[config.mk]
export PLATFORM = sky130hd
export DESIGN_NAME = rail_output_delay_sequencer
export DESIGN_NICKNAME = d
export VERILOG_FILES = /design/src/seq_pkg.sv /design/src/rail_output_delay_sequencer.sv
export SDC_FILE = /design/constraint.sdc
export NUM_CORES = 1
export LEC_CHECK = 0
export BUFFER_PORTS_ARGS = -buffer_cell sky130_fd_sc_hd__buf_2
export CORE_MARGIN = 3
export CORE_UTILIZATION = 60
export CTS_BUF_LIST = sky130_fd_sc_hd__clkbuf_4 sky130_fd_sc_hd__clkbuf_8
export DETAILED_ROUTE_END_ITERATION = 8
export HOLD_SLACK_MARGIN = 0.05
export PLACE_DENSITY = 0.83
export SYNTH_ARGS = -nofsm -noshare
export SYNTH_HDL_FRONTEND = slang
export SYNTH_SLANG_ARGS = --single-unit
[constraint.sdc]
create_clock -name REF_CLK -period 6.1 [get_ports REF_CLK]
set_input_delay 0.305 -clock REF_CLK [delete_from_list [all_inputs] [get_ports REF_CLK]]
set_output_delay 0.305 -clock REF_CLK [all_outputs]
set_load 0.005 [all_outputs]
[src/seq_pkg.sv]
// constants and carriers of the rail output delay sequencer
package seq_pkg;
  // timing
  localparam int CLK_PERIOD_NS = 50;
  localparam int STEP_NS = 500000;
  localparam int STEP_CYCLES = (STEP_NS + CLK_PERIOD_NS - 1) / CLK_PERIOD_NS;
  localparam int NCH = 5;
  localparam int CNT_W = 5;
  // channel numbers
  localparam int CH_SDB = 0;
  localparam int CH_UP = 1;
  localparam int CH_GA = 2;
  localparam int CH_GB = 3;
  localparam int CH_GC = 4;
  // register indexes, byte address is four times the index
  localparam logic [7:0] IDX_SDB_DLY = 8'h0a;
  localparam logic [7:0] IDX_UP_DLY = 8'h0b;
  localparam logic [7:0] IDX_GA_DLY = 8'h0c;
  localparam logic [7:0] IDX_GB_DLY = 8'h0d;
  localparam logic [7:0] IDX_GC_DLY = 8'h0e;
  localparam logic [7:0] IDX_CTRL1 = 8'h0f;
  localparam logic [7:0] IDX_CTRL_C = 8'h10;
  localparam logic [7:0] IDX_CONFIG = 8'h11;
  localparam logic [7:0] IDX_RAIL = 8'h12;
  localparam logic [7:0] IDX_STATUS = 8'h13;
  // fields
  localparam int ON_LSB = 0;
  localparam int OFF_LSB = 4;
  localparam int GRP_HI = 4;
  localparam int G_LVL = 0;
  localparam int G_SEL = 1;
  localparam int G_OD = 3;
  localparam int CFG_ON_LONG = 7;
  localparam int CFG_OFF_LONG = 6;
  // reset values
  localparam logic [7:0] DLY_RST = 8'h00;
  localparam logic [7:0] CTRL1_RST = 8'haa;
  localparam logic [7:0] CTRL_C_RST = 8'h0a;
  localparam logic [7:0] CONFIG_RST = 8'h00;
  localparam logic [7:0] RAIL_RST = 8'h00;
  localparam logic [1:0] ADDR_LOW = 2'h0;

  typedef struct packed {
    logic sel;
    logic en;
    logic wr;
    logic [31:0] addr;
    logic [7:0] wdata;
  } apb_req_t;

  typedef struct packed {
    logic [NCH-1:0][7:0] dly;
    logic [7:0] ctrl1;
    logic [7:0] ctrl_c;
    logic [7:0] config_r;
    logic [7:0] rail;
  } regs_t;
endpackage

[src/rail_output_delay_sequencer.sv]
// rail and general output start-up / shut-down delay sequencer
//
// Overview of operation
// step-down B on delay: bits 3-0, rising edge
// step-down B off delay: bits 7-4, falling edge
// default range: code times half millisecond
// long-range bit: one millisecond steps, 15 ms
// step-up on delay: bits 3-0, rising edge
// step-up off delay: bits 7-4, falling edge
// output A on after bits 3-0 delay
// output A off after bits 7-4 delay
// output B on after bits 3-0 delay
// output B off after bits 7-4 delay
// output C on after bits 3-0 delay
// output C off after bits 7-4 delay
// delay fields read-write, reset to zero
// first control register resets aa, fixed layout
// control is level bit, optionally ANDed pin
// separate bit selects shut-down delay range
// shared tick, independent down-counter per output
// reversed control abandons pending delay
`timescale 1ns/1ns
`default_nettype none
module rail_output_delay_sequencer #(
  parameter int TICK_CYCLES = seq_pkg::STEP_CYCLES
) (
  // clock and reset
  input wire logic REF_CLK,
  input wire logic RST,
  // apb slave
  input wire logic PSEL,
  input wire logic PENABLE,
  input wire logic PWRITE,
  input wire logic [31:0] PADDR,
  input wire logic [31:0] PWDATA,
  output logic [31:0] PRDATA,
  output logic PREADY,
  output logic PSLVERR,
  // enable pins
  input wire logic ENABLE_PIN_A,
  input wire logic ENABLE_PIN_B,
  input wire logic ENABLE_PIN_C,
  // rail enables
  output logic STEP_DOWN_B_EN,
  output logic STEP_UP_EN,
  // general outputs, data and output enable
  output logic [2:0] GENERAL_OUT_O,
  output logic [2:0] GENERAL_OUT_OE
);

  // ****************************************
  // types and helpers
  // ****************************************
  typedef struct packed {
    seq_pkg::regs_t regs;
    logic [2:0] pin_s1;
    logic [2:0] pin_s2;
    logic [seq_pkg::NCH-1:0] ctrl_prev;
    logic [seq_pkg::NCH-1:0] out;
    logic [seq_pkg::NCH-1:0][seq_pkg::CNT_W-1:0] cnt;
    logic [31:0] presc;
    logic tick;
    logic [31:0] prdata;
    logic pready;
    logic pslverr;
    logic [2:0] go_o;
    logic [2:0] go_oe;
  } state_t;

  state_t s_q;
  state_t s_d;
  seq_pkg::apb_req_t req;
  logic [seq_pkg::NCH-1:0] ctrl;
  logic [seq_pkg::NCH-1:0][3:0] grp;
  logic [7:0] idx;
  logic hit;

  // control from a level/select group and the synced pins
  function automatic logic ctl_of(input logic [3:0] g, input logic [2:0] pins);
    logic [1:0] sel;
    logic gate;
    sel = g[seq_pkg::G_SEL +: 2];
    gate = 1'b1;
    if (sel != 2'h0)
    begin
      gate = pins[sel - 2'h1];
    end
    ctl_of = g[seq_pkg::G_LVL] & gate;
  endfunction

  // delay field to half-millisecond ticks
  function automatic logic [seq_pkg::CNT_W-1:0] ticks_of(input logic [3:0] code, input logic long_r);
    logic [seq_pkg::CNT_W-1:0] t;
    t = {1'b0, code};
    if (long_r)
    begin
      t = {code, 1'b0};
    end
    ticks_of = t;
  endfunction

  // register index decode
  function automatic logic is_mapped(input logic [7:0] i);
    is_mapped = (i >= seq_pkg::IDX_SDB_DLY) && (i <= seq_pkg::IDX_STATUS);
  endfunction

  // ****************************************
  // bus and control decode
  // ****************************************
  always_comb
  begin
    req.sel = PSEL;
    req.en = PENABLE;
    req.wr = PWRITE;
    req.addr = PADDR;
    req.wdata = PWDATA[7:0];
    idx = req.addr[9:2];
    hit = is_mapped(idx) && (req.addr[1:0] == seq_pkg::ADDR_LOW) && (req.addr[31:10] == 22'h0);
    grp[seq_pkg::CH_SDB] = s_q.regs.rail[3:0];
    grp[seq_pkg::CH_UP] = s_q.regs.rail[7:4];
    grp[seq_pkg::CH_GA] = s_q.regs.ctrl1[3:0];
    grp[seq_pkg::CH_GB] = s_q.regs.ctrl1[7:4];
    grp[seq_pkg::CH_GC] = s_q.regs.ctrl_c[3:0];
    for (int c = 0; c < seq_pkg::NCH; c++)
    begin
      ctrl[c] = ctl_of(grp[c], s_q.pin_s2);
    end
  end

  // ****************************************
  // next state
  // ****************************************
  always_comb
  begin
    logic [7:0] rd;
    logic [3:0] code;
    logic long_r;
    rd = 8'h00;
    code = 4'h0;
    long_r = 1'b0;
    s_d = s_q;

    // ****************************************
    // pin synchronisers
    // ****************************************
    s_d.pin_s1 = {ENABLE_PIN_C, ENABLE_PIN_B, ENABLE_PIN_A};
    s_d.pin_s2 = s_q.pin_s1;

    // ****************************************
    // half-millisecond tick divider
    // ****************************************
    s_d.tick = 1'b0;
    if (s_q.presc >= 32'(TICK_CYCLES - 1))
    begin
      s_d.presc = 32'h0;
      s_d.tick = 1'b1;
    end
    else
    begin
      s_d.presc = s_q.presc + 32'h1;
    end

    // ****************************************
    // apb: one wait state, then answer
    // ****************************************
    s_d.pready = 1'b0;
    if (req.sel && req.en && !s_q.pready)
    begin
      s_d.pready = 1'b1;
      s_d.pslverr = !hit;
      case (idx)
        seq_pkg::IDX_SDB_DLY: rd = s_q.regs.dly[seq_pkg::CH_SDB];
        seq_pkg::IDX_UP_DLY: rd = s_q.regs.dly[seq_pkg::CH_UP];
        seq_pkg::IDX_GA_DLY: rd = s_q.regs.dly[seq_pkg::CH_GA];
        seq_pkg::IDX_GB_DLY: rd = s_q.regs.dly[seq_pkg::CH_GB];
        seq_pkg::IDX_GC_DLY: rd = s_q.regs.dly[seq_pkg::CH_GC];
        seq_pkg::IDX_CTRL1: rd = s_q.regs.ctrl1;
        seq_pkg::IDX_CTRL_C: rd = s_q.regs.ctrl_c;
        seq_pkg::IDX_CONFIG: rd = s_q.regs.config_r;
        seq_pkg::IDX_RAIL: rd = s_q.regs.rail;
        seq_pkg::IDX_STATUS: rd = {3'h0, s_q.out};
        default: rd = 8'h00;
      endcase
      s_d.prdata = 32'h0;
      if (!req.wr && hit)
      begin
        s_d.prdata = {24'h0, rd};
      end
    end

    // ****************************************
    // register writes at the completing edge
    // ****************************************
    if (req.sel && req.en && s_q.pready && req.wr && hit)
    begin
      case (idx)
        seq_pkg::IDX_SDB_DLY: s_d.regs.dly[seq_pkg::CH_SDB] = req.wdata;
        seq_pkg::IDX_UP_DLY: s_d.regs.dly[seq_pkg::CH_UP] = req.wdata;
        seq_pkg::IDX_GA_DLY: s_d.regs.dly[seq_pkg::CH_GA] = req.wdata;
        seq_pkg::IDX_GB_DLY: s_d.regs.dly[seq_pkg::CH_GB] = req.wdata;
        seq_pkg::IDX_GC_DLY: s_d.regs.dly[seq_pkg::CH_GC] = req.wdata;
        seq_pkg::IDX_CTRL1: s_d.regs.ctrl1 = req.wdata;
        seq_pkg::IDX_CTRL_C: s_d.regs.ctrl_c = {4'h0, req.wdata[3:0]};
        seq_pkg::IDX_CONFIG:
        begin
          s_d.regs.config_r = 8'h00;
          s_d.regs.config_r[seq_pkg::CFG_ON_LONG] = req.wdata[seq_pkg::CFG_ON_LONG];
          s_d.regs.config_r[seq_pkg::CFG_OFF_LONG] = req.wdata[seq_pkg::CFG_OFF_LONG];
        end
        seq_pkg::IDX_RAIL: s_d.regs.rail = req.wdata;
        default: s_d.regs = s_q.regs;
      endcase
    end

    // ****************************************
    // per-output delay timers
    // ****************************************
    for (int c = 0; c < seq_pkg::NCH; c++)
    begin
      s_d.ctrl_prev[c] = ctrl[c];
      if (ctrl[c] != s_q.ctrl_prev[c])
      begin
        // new edge reloads, dropping any pending delay
        if (ctrl[c])
        begin
          code = s_q.regs.dly[c][seq_pkg::ON_LSB +: 4];
          long_r = s_q.regs.config_r[seq_pkg::CFG_ON_LONG];
        end
        else
        begin
          code = s_q.regs.dly[c][seq_pkg::OFF_LSB +: 4];
          long_r = s_q.regs.config_r[seq_pkg::CFG_OFF_LONG];
        end
        s_d.cnt[c] = ticks_of(code, long_r);
        if (ticks_of(code, long_r) == '0)
        begin
          s_d.out[c] = ctrl[c];
        end
      end
      else if (s_q.cnt[c] != '0 && s_q.tick)
      begin
        s_d.cnt[c] = s_q.cnt[c] - 1'b1;
        if (s_q.cnt[c] == 5'h01)
        begin
          s_d.out[c] = s_q.ctrl_prev[c];
        end
      end
    end

    // ****************************************
    // general output pin drive, open-drain only pulls low
    // ****************************************
    for (int g = 0; g < 3; g++)
    begin
      if (grp[seq_pkg::CH_GA + g][seq_pkg::G_OD])
      begin
        s_d.go_o[g] = 1'b0;
        s_d.go_oe[g] = !s_d.out[seq_pkg::CH_GA + g];
      end
      else
      begin
        s_d.go_o[g] = s_d.out[seq_pkg::CH_GA + g];
        s_d.go_oe[g] = 1'b1;
      end
    end
  end

  // ****************************************
  // state register
  // ****************************************
  always_ff @(posedge REF_CLK or posedge RST)
  begin
    if (RST)
    begin
      s_q <= '0;
      s_q.regs.dly <= {seq_pkg::NCH{seq_pkg::DLY_RST}};
      s_q.regs.ctrl1 <= seq_pkg::CTRL1_RST;
      s_q.regs.ctrl_c <= seq_pkg::CTRL_C_RST;
      s_q.regs.config_r <= seq_pkg::CONFIG_RST;
      s_q.regs.rail <= seq_pkg::RAIL_RST;
      s_q.go_oe <= 3'h0;
    end
    else
    begin
      s_q <= s_d;
    end
  end

  // ****************************************
  // outputs
  // ****************************************
  assign PRDATA = s_q.prdata;
  assign PREADY = s_q.pready;
  assign PSLVERR = s_q.pslverr;
  assign STEP_DOWN_B_EN = s_q.out[seq_pkg::CH_SDB];
  assign STEP_UP_EN = s_q.out[seq_pkg::CH_UP];
  assign GENERAL_OUT_O = s_q.go_o;
  assign GENERAL_OUT_OE = s_q.go_oe;

endmodule // rail_output_delay_sequencer
`default_nettype wire

# == Word level (Yosys, flattened, before mapping) ==
# Cells that the tools add are included.
# W data, S select, Z words.
# op_classes
n_addsub,11
order_cmp,8
eq_ne,22
muxes,81
bitwise_logic,5
reduce_logical,55
# ops
operator,count
$mux W5,20
$pmux W8 S10,1
$eq A8 B4 Y1 const B,6
$mux W1,47
$add A32 B1 Y32 const B,1
$eq A8 B5 Y1 const B,4
$ge A32 B14 Y1 const B,1
$mux W32,1
$eq A5 B1 Y1 const B,5
$logic_not A5 Y1,5
$reduce_bool A5 Y1,5
$sub A5 B1 Y5 const B,5
$reduce_bool A2 Y1,12
$logic_not A22 Y1,1
$mux W4,5
$reduce_and A2 Y1,9
$lt A2 B3 Y1 const B,5
$logic_and A1 B1 Y1,14
$bmux W1 S2,5
$sub A2 B1 Y2 const B,5
$ge A8 B4 Y1 const B,1
$le A8 B5 Y1 const B,1
$mux W8,1
$logic_not A1 Y1,6
6 further kinds,16
# totals
reg_bits,152
input_bits,72

# == Longest topological paths before layout ==
# Gate-level depths: netlist of run 1.
# depth
depth_word,14
depth_mapped,12
depth_no_buf,11

# == Worst setup path before layout of run 1 ==
# No wires, ideal clock.
# synth_timing
kind,reg2reg
from,register s_q (netlist bit grp[5])
to,register s_q (netlist bit STEP_UP_EN)
setup_time_ns,0.079
arrival_ns,2.924
required_ns,6.021
slack_ns,3.097
path_stages_with_launch,12
path_buffers,1
period_less_slack_ns,3.003
path_cell_list,dfrtp_1 -> inv_1 -> ha_1 -> mux2_2 -> o311ai_0 -> buf_2 -> inv_1 -> ha_1 -> or4_1 -> or3_1 -> nand3_1 -> mux2i_1
# synth_between
elab_chain_len,12
elab_cells_between_ends,19
cone_classes,add/sub (1); eq/ne (2); mux (10); bitwise (1); reduce/logical (5)
# synth_rtl
item,line,text
"start, declared",rail_output_delay_sequencer.sv:70,state_t s_q;
$sub A2 B1 Y2,rail_output_delay_sequencer.sv:86,gate = pins[sel - 2'h1];
$bmux W1 S2,rail_output_delay_sequencer.sv:86,
$mux W1 (implied by the code),rail_output_delay_sequencer.sv:86,
$mux W1 *,rail_output_delay_sequencer.sv:84,if (sel != 2'h0)
$and A1 B1 Y1 *,rail_output_delay_sequencer.sv:88,ctl_of = g[seq_pkg::G_LVL] & gate;
"net ctrl, one bit",rail_output_delay_sequencer.sv:73,logic [seq_pkg::NCH-1:0] ctrl;
$mux W1,rail_output_delay_sequencer.sv:224,if (ctrl[c])
$mux W1,rail_output_delay_sequencer.sv:221,if (ctrl[c] != s_q.ctrl_prev[c])
$mux W5,rail_output_delay_sequencer.sv:95,if (long_r)
$mux W5,rail_output_delay_sequencer.sv:221,
$logic_not A5 Y1,rail_output_delay_sequencer.sv:235,"if (ticks_of(code, long_r) == '0)"
$ne A2 B1 Y1 (no source line),n/a,
$reduce_and A3 Y1 (no source line),n/a,
# The timed path passes the listed nets; every way through them passes the cells marked *. The select of a mux whose other input is x is not followed.
# A chain may end at the register's enable or synchronous reset.

# == Worst setup path after layout of run 1 ==
# Same ends and word-level chain as after synthesis.

==> out/metrics.yaml, run 1 <==
design.die.area_um2: 15400
root_buffer: "sky130_fd_sc_hd__clkbuf_8"
htree_num_levels: 4
top_level_ports: 114
worst_skew_pair.late_latency_ns: 0.46
num_antenna_cells: 0
setup.worst_path.start: "grp[5]"
tritoncts: "yes"
hp-start: "PWDATA[2]"
overflow_left_after_global_routing: 0
drt_iter0_markers: 569
core_region_area_um2: 13500
synth_area_um2: 8380
mostFrequentLayoutCell: "sky130_fd_sc_hd__dfrtp_1"
syn_avg_cell_area_um2: 11.0
drt_first_pass_iters: 5
critPathSlowestCell: "sky130_fd_sc_hd__ha_1"
drt_wl_total_um: 19100
number_of_enable_type_register_cells_in_the_synthesized_netlist: 0
number_of_clock_sinks: 152
drive_gt1_frac: 0.251
floorplan.initialDensity: 0.623
ys.flop_type: "sky130_fd_sc_hd__dfrtp_1"
power_density_nw_per_um2: 212
critical_path_required_ns: 6.49
setup_total_negative_slack_ns: 0
first_global_vias: 6100
global_route.usage.total: 0.259
cts.clk_slew.worst_paths_ns: 0.09
worstSetupStartpointType: "flip-flop"
core.rowCount: 42
report.final.setup_viol: 0
areaGrowthSynthToFinish_pct: 9.54
seqCellArea_um2: 3810
finalNetCount: 926
port_buffers: 65
via_count: 6271
tightestPinTransition_ns: 1.15
run_status: "finished, final reports clean"
synth_cells: 762
fp.dieW_um: 124
grt_start_max_net_pins: 78
max-slew-margin-rel: 0.231
max_freq_mhz: 299
power_leakage_uw: 0.00428
avgRoutedWirePerCell_um: 18.8
global_route_wire_length_before_repair_um: 30500
die_height_um: 124
rr_startpoint: "grp[5]"
timing.clock.skew_ns: 0.0117
final.min_clock_period_ns: 3.34
synth_register_bits: 152
seq_area_frac_synth: 0.455
ys_warn_count: 0
synthArstFlopShare: 1.00
remaining_drc_errors: 0
min-delay-path-class: "primary input to flip-flop"
numCtsBuffers: 17
critPathArrivalTime_ns: 3.73
irDropWorstVdd_uv: 163
nFillCells: 955
final_cell_mix: "sky130_fd_sc_hd__dfrtp_1, sky130_fd_sc_hd__mux2_2, sky130_fd_sc_hd__buf_2"
rsz0062_at_grt: "false"
timing.critical_path.fanout_max: 12
synth_cell_types: 68
hold_viol_final: 0
critical_path_class: "flip-flop to flip-flop"
area_taken_by_multi_input_logic_gates_um2: 4150
via_per_inst: 6.16
clock_tree.buffer_depth: 2
cpPeakStageDelay_ns: 0.45
gp_routability_congestion: 0.911
fin_crit_sh: 0.548
drtAntennaViolNets: 0
timing_max_transition_violations_final: 0
detailedPlacementHpwl_um: 13600
max_cap_viols: 0
critPathCaptureType: "flip-flop"
critical_path.cell_chain: "inv_1 > ha_1 > mux2_2 > o311ai_1 > buf_4 > inv_1 > ha_1 > or4_1 > or3_1 > nand3_1 > mux2i_1"
initial_antenna_violation_count: 0
util_after_layout: 0.682
## cells in the mapped netlist, types with 10 or more instances
master	number	area share
sky130_fd_sc_hd__nor2b_1	12	0.0090
sky130_fd_sc_hd__ha_1	25	0.037
sky130_fd_sc_hd__dfrtp_1	146	0.44
sky130_fd_sc_hd__mux2i_1	36	0.043
sky130_fd_sc_hd__nand3_1	18	0.011
sky130_fd_sc_hd__xnor2_1	16	0.017
sky130_fd_sc_hd__mux2_2	74	0.099
sky130_fd_sc_hd__nor3_1	16	0.0096
sky130_fd_sc_hd__inv_1	39	0.017
sky130_fd_sc_hd__nand2_1	42	0.019
sky130_fd_sc_hd__nor2_1	46	0.021
sky130_fd_sc_hd__o21ai_0	34	0.020
sky130_fd_sc_hd__a21oi_1	15	0.0090
sky130_fd_sc_hd__clkbuf_1	16	0.0072
sky130_fd_sc_hd__nor4_1	17	0.013
sky130_fd_sc_hd__buf_4	40	0.036
sky130_fd_sc_hd__nand4_1	10	0.0075
## metal layers
metal  track usage  routed length, um
met2         0.413               9440
met5             0                  0
met3        0.0577               1260
met1         0.345               7950
met4         0.107                481
## final timing paths
| kind | endpoint | slack [ns] | depth (start not counted) |
|---|---|---|---|
| setup / recovery | STEP_UP_EN | 2.76 | 11 |
| hold / removal | s_q[172] | 0.24 | 2 |
| setup reg to reg | STEP_UP_EN | 2.76 | 11 |
| hold reg to reg | s_q[110] | 0.35 | 0 |
| max in group asynchronous | s_q[153] | 4.18 | 4 |
| min in group asynchronous | s_q[71] | 0.51 | 3 |
## critical path: cells and delay by family (launching register included)
kind / cells / cell delay (ns)
AO/OA/AOI/OAI: 1 / 0.25
adder cells (fa/ha/maj): 2 / 0.76
buffers and inverters: 3 / 0.45
flip-flops: 1 / 0.42
multiplexers: 2 / 0.54
AND/OR/NAND/NOR: 3 / 0.86
## state kept, by name, summed over array words and instances, names as in the netlist, named ones only
name / cells
s_q: 108
grp: 20
PRDATA: 8
GENERAL_OUT_OE: 3
GENERAL_OUT_O: 3
s_d: 3
PREADY: 1
PSLVERR: 1
STEP_DOWN_B_EN: 1
STEP_UP_EN: 1
## final cells by class
class                      instances  area share
multi-input combinational        544       0.453
sequential                       152       0.415
timing repair buffer              73      0.0431
clock buffer                      20      0.0286
tap                              176      0.0240
clock inverter                    12      0.0190
inverter                          41      0.0173
## kinds of logic after synthesis
family	after synthesis	synth area share
AOI/OAI and AO/OA	128	0.111
xor gates and xnor gates	25	0.0261
adders and majority gates	25	0.0373
buffers and inverters	107	0.0675
DFF	152	0.455
muxes	118	0.164
other	1	0.000448
and+or+nand+nor	206	0.139
## power breakdown
| group | internal, uW | switching (uW) | total (uW) |
|---|---|---|---|
| sequential | 1020 | 4.40 | 1020 |
| clock | 464 | 384 | 849 |
| combinational | 22.0 | 54.4 | 76.4 |
## what timing repair did
| item | CTS | global route |
|---|---|---|
| hold buffers | 4 | 0 |
| buffers inserted | 0 | 0 |
| endpoints found under the setup margin | 0 | 0 |
| resized for setup | 0 | 0 |
| endpoints found under the hold margin | 74 | 0 |
## through the flow
step / std cells / hold slack (ns) / worst slack [ns] / total power, uW / instance area [um2]
after floorplan: 803 / 0.331 / 1.71 / 1090 / 8530
after global placement: 982 / 0.332 / 2.95 / 1110 / 8700
after detailed placement: 982 / 0.335 / 2.84 / 1110 / 8700
after CTS: 1018 / 0.193 / 2.79 / 1960 / 9180
after global routing: 1018 / 0.232 / 2.64 / 2010 / 9180
final: 1018 / 0.236 / 2.76 / 1950 / 9180
No activity file was read; power rests on OpenSTA's default activity.
==> run 2, diff against run 1 <==
clock period = 3.3 ns   (was 6.1 ns; I/O delays follow)
==> run 2 against run 1 <==
Effect of this change: non-clock buffer count grew 5; largest power group unchanged; sequential share of layout area rose by 0.079 points; clock power rose by 54%.
==> out/metrics.yaml, run 2 (synthesis results as in run 1) <==
mostFrequentLayoutCell: "sky130_fd_sc_hd__dfrtp_1"
global_route.usage.total: 0.260
min-delay-path-class: "primary input to flip-flop"
floorplan.initialDensity: 0.623
areaGrowthSynthToFinish_pct: 9.34
critical_path.cell_chain: "inv_1 > ha_1 > mux2_2 > o311ai_1 > buf_4 > inv_1 > ha_1 > buf_4 > nor2b_1 > nand4_1 > o31ai_1 > a31oi_1 > mux2i_1"
largest_reg_flops: 108
drtAntennaViolNets: 0
detailedPlacementHpwl_um: 13900
worst_skew_pair.late_latency_ns: 0.48
overflow_left_after_global_routing: 0
power_leakage_uw: 0.00426
largest_register: "s_q"
seqCellArea_um2: 3810
max_cap_viols: 0
detailed_place.area_um2: 8750
setup_ws_ns: 0.185
holdWs_ns: 0.0946
global_route_wire_length_before_repair_um: 30300
grtUsageMet1: 0.327
cpPeakStageDelay_ns: 0.39
cts.clk_slew.worst_paths_ns: 0.09
worstSetupStartpointType: "flip-flop"
drt_first_pass_iters: 5
timing.clock.skew_ns: 0.0126
power_density_nw_per_um2: 365
port_buffers: 65
tightestPinTransition_ns: 0.782
design.die.area_um2: 15400
stdcell_area_um2: 9160
critPathArrivalTime_ns: 3.50
via_count: 6183
fin_crit_sh: 0.944
final_cell_mix: "sky130_fd_sc_hd__dfrtp_1, sky130_fd_sc_hd__mux2_2, sky130_fd_sc_hd__buf_2"
final.min_clock_period_ns: 3.11
top_usage_layer: "met2"
core_region_area_um2: 13500
rsz0062_at_grt: "false"
critical_path_class: "flip-flop to flip-flop"
initial_antenna_violation_count: 0
core.rowCount: 42
drt_wl_total_um: 19300
numCtsBuffers: 17
num_antenna_cells: 0
area_taken_by_multi_input_logic_gates_um2: 4160
util_after_layout: 0.681
tritoncts: "yes"
htree_num_levels: 4
max_freq_mhz: 321
remaining_drc_errors: 0
gp_routability_congestion: 0.877
top_level_ports: 114
critPathCaptureType: "flip-flop"
nFillCells: 998
place_worst_setup_slack_ns: 0.179
setup_total_negative_slack_ns: 0
max-slew-margin-rel: 0.479
grt_start_max_net_pins: 153
cpLargestDelayFamily: "adder cells"
fp.dieW_um: 124
globalRouteMet3Util: 0.0668
die_height_um: 124
run_status: "finished, final reports clean"
avgRoutedWirePerCell_um: 18.8
drt_iter0_markers: 560
critical_path_required_ns: 3.69
timing.critical_path.fanout_max: 12
critPathSlowestCell: "sky130_fd_sc_hd__dfrtp_1"
hold_viol_final: 0
drive_gt1_frac: 0.256
irDropWorstVdd_uv: 379
critical_path_buf_inv_count: 4
finalNetCount: 931
clock_tree.buffer_depth: 2
first_global_vias: 6056
via_per_inst: 6.04
report.final.setup_viol: 0
number_of_clock_sinks: 152
groute.layer.met2.usage: 0.440
timing_max_transition_violations_final: 0
root_buffer: "sky130_fd_sc_hd__clkbuf_8"
-- run 2: changes by cell type in the layout (fill, tap and decap cells not counted), sizes merged --
cell | before | now
buf | 69 | 74
bufinv | 4 | 0
inv | 42 | 46
clkbuf | 20 | 18
clkinvlp | 4 | 6
-- run 2: worst register-to-register path, cell delays in order, from the launching register on --
cell	delay [ns]
sky130_fd_sc_hd__dfrtp_1	0.39
sky130_fd_sc_hd__inv_1	0.07
sky130_fd_sc_hd__ha_1	0.32
sky130_fd_sc_hd__mux2_2	0.34
sky130_fd_sc_hd__o311ai_1	0.26
sky130_fd_sc_hd__buf_4	0.25
sky130_fd_sc_hd__inv_1	0.11
sky130_fd_sc_hd__ha_1	0.32
sky130_fd_sc_hd__buf_4	0.19
sky130_fd_sc_hd__nor2b_1	0.14
sky130_fd_sc_hd__nand4_1	0.10
sky130_fd_sc_hd__o31ai_1	0.08
sky130_fd_sc_hd__a31oi_1	0.22
sky130_fd_sc_hd__mux2i_1	0.25
-- run 2: layout make-up --
cell class / instances / area share
clock inverters: 14 / 0.0126
flip-flops and latches: 152 / 0.416
well taps: 176 / 0.0240
repair buffers: 78 / 0.0486
clock buffers: 18 / 0.0270
inverters: 41 / 0.0172
multi-input cells: 544 / 0.454
-- run 2: repair_timing --
item                                   4_1_cts  5_1_grt
setup endpoints to repair                    0        1
setup buffers                                0        0
hold buffers                                 4        0
endpoints found under the hold margin      149        0
resized for setup                            0        1
-- run 2: path summary, 6_finish.rpt --
kind	startpoint	end	slack (ns)	depth (start not counted)
worst max-delay path	grp[1]	STEP_DOWN_B_EN	0.19	13
worst min-delay path	PWDATA[2]	grp[2]	0.09	2
worst max register to register	grp[1]	STEP_DOWN_B_EN	0.19	13
worst min register to register	s_d[110]	s_q[110]	0.35	0
max in group asynchronous	RST	GENERAL_OUT_OE[0]	2.28	4
min in group asynchronous	RST	s_q[45]	0.46	4
-- run 2: per-stage QoR --
| stage | cells | total power, uW |
|---|---|---|
| finish | 1023 | 3340 |
| global route | 1023 | 3460 |
| CTS | 1023 | 3360 |
| detailed placement | 987 | 2060 |
| global placement | 987 | 2050 |
| floorplan | 803 | 2020 |
-- run 2: power breakdown --
part,switching [uW],internal (uW),leakage [uW],total (uW)
logic,100,42.3,0.00207,142
registers,8.25,1880,0.00202,1890
clock network,760,555,0.000171,1310
total,868,2480,0.00426,3340
-- run 2: routing by layer --
| metal | wire [um] | vias to the layer above |
|---|---|---|
| li1 | - | 2846 |
| met1 | 7740 | 3090 |
| met2 | 9970 | 211 |
| met3 | 1170 | 36 |
| met4 | 395 | 0 |
| met5 | 0 | - |
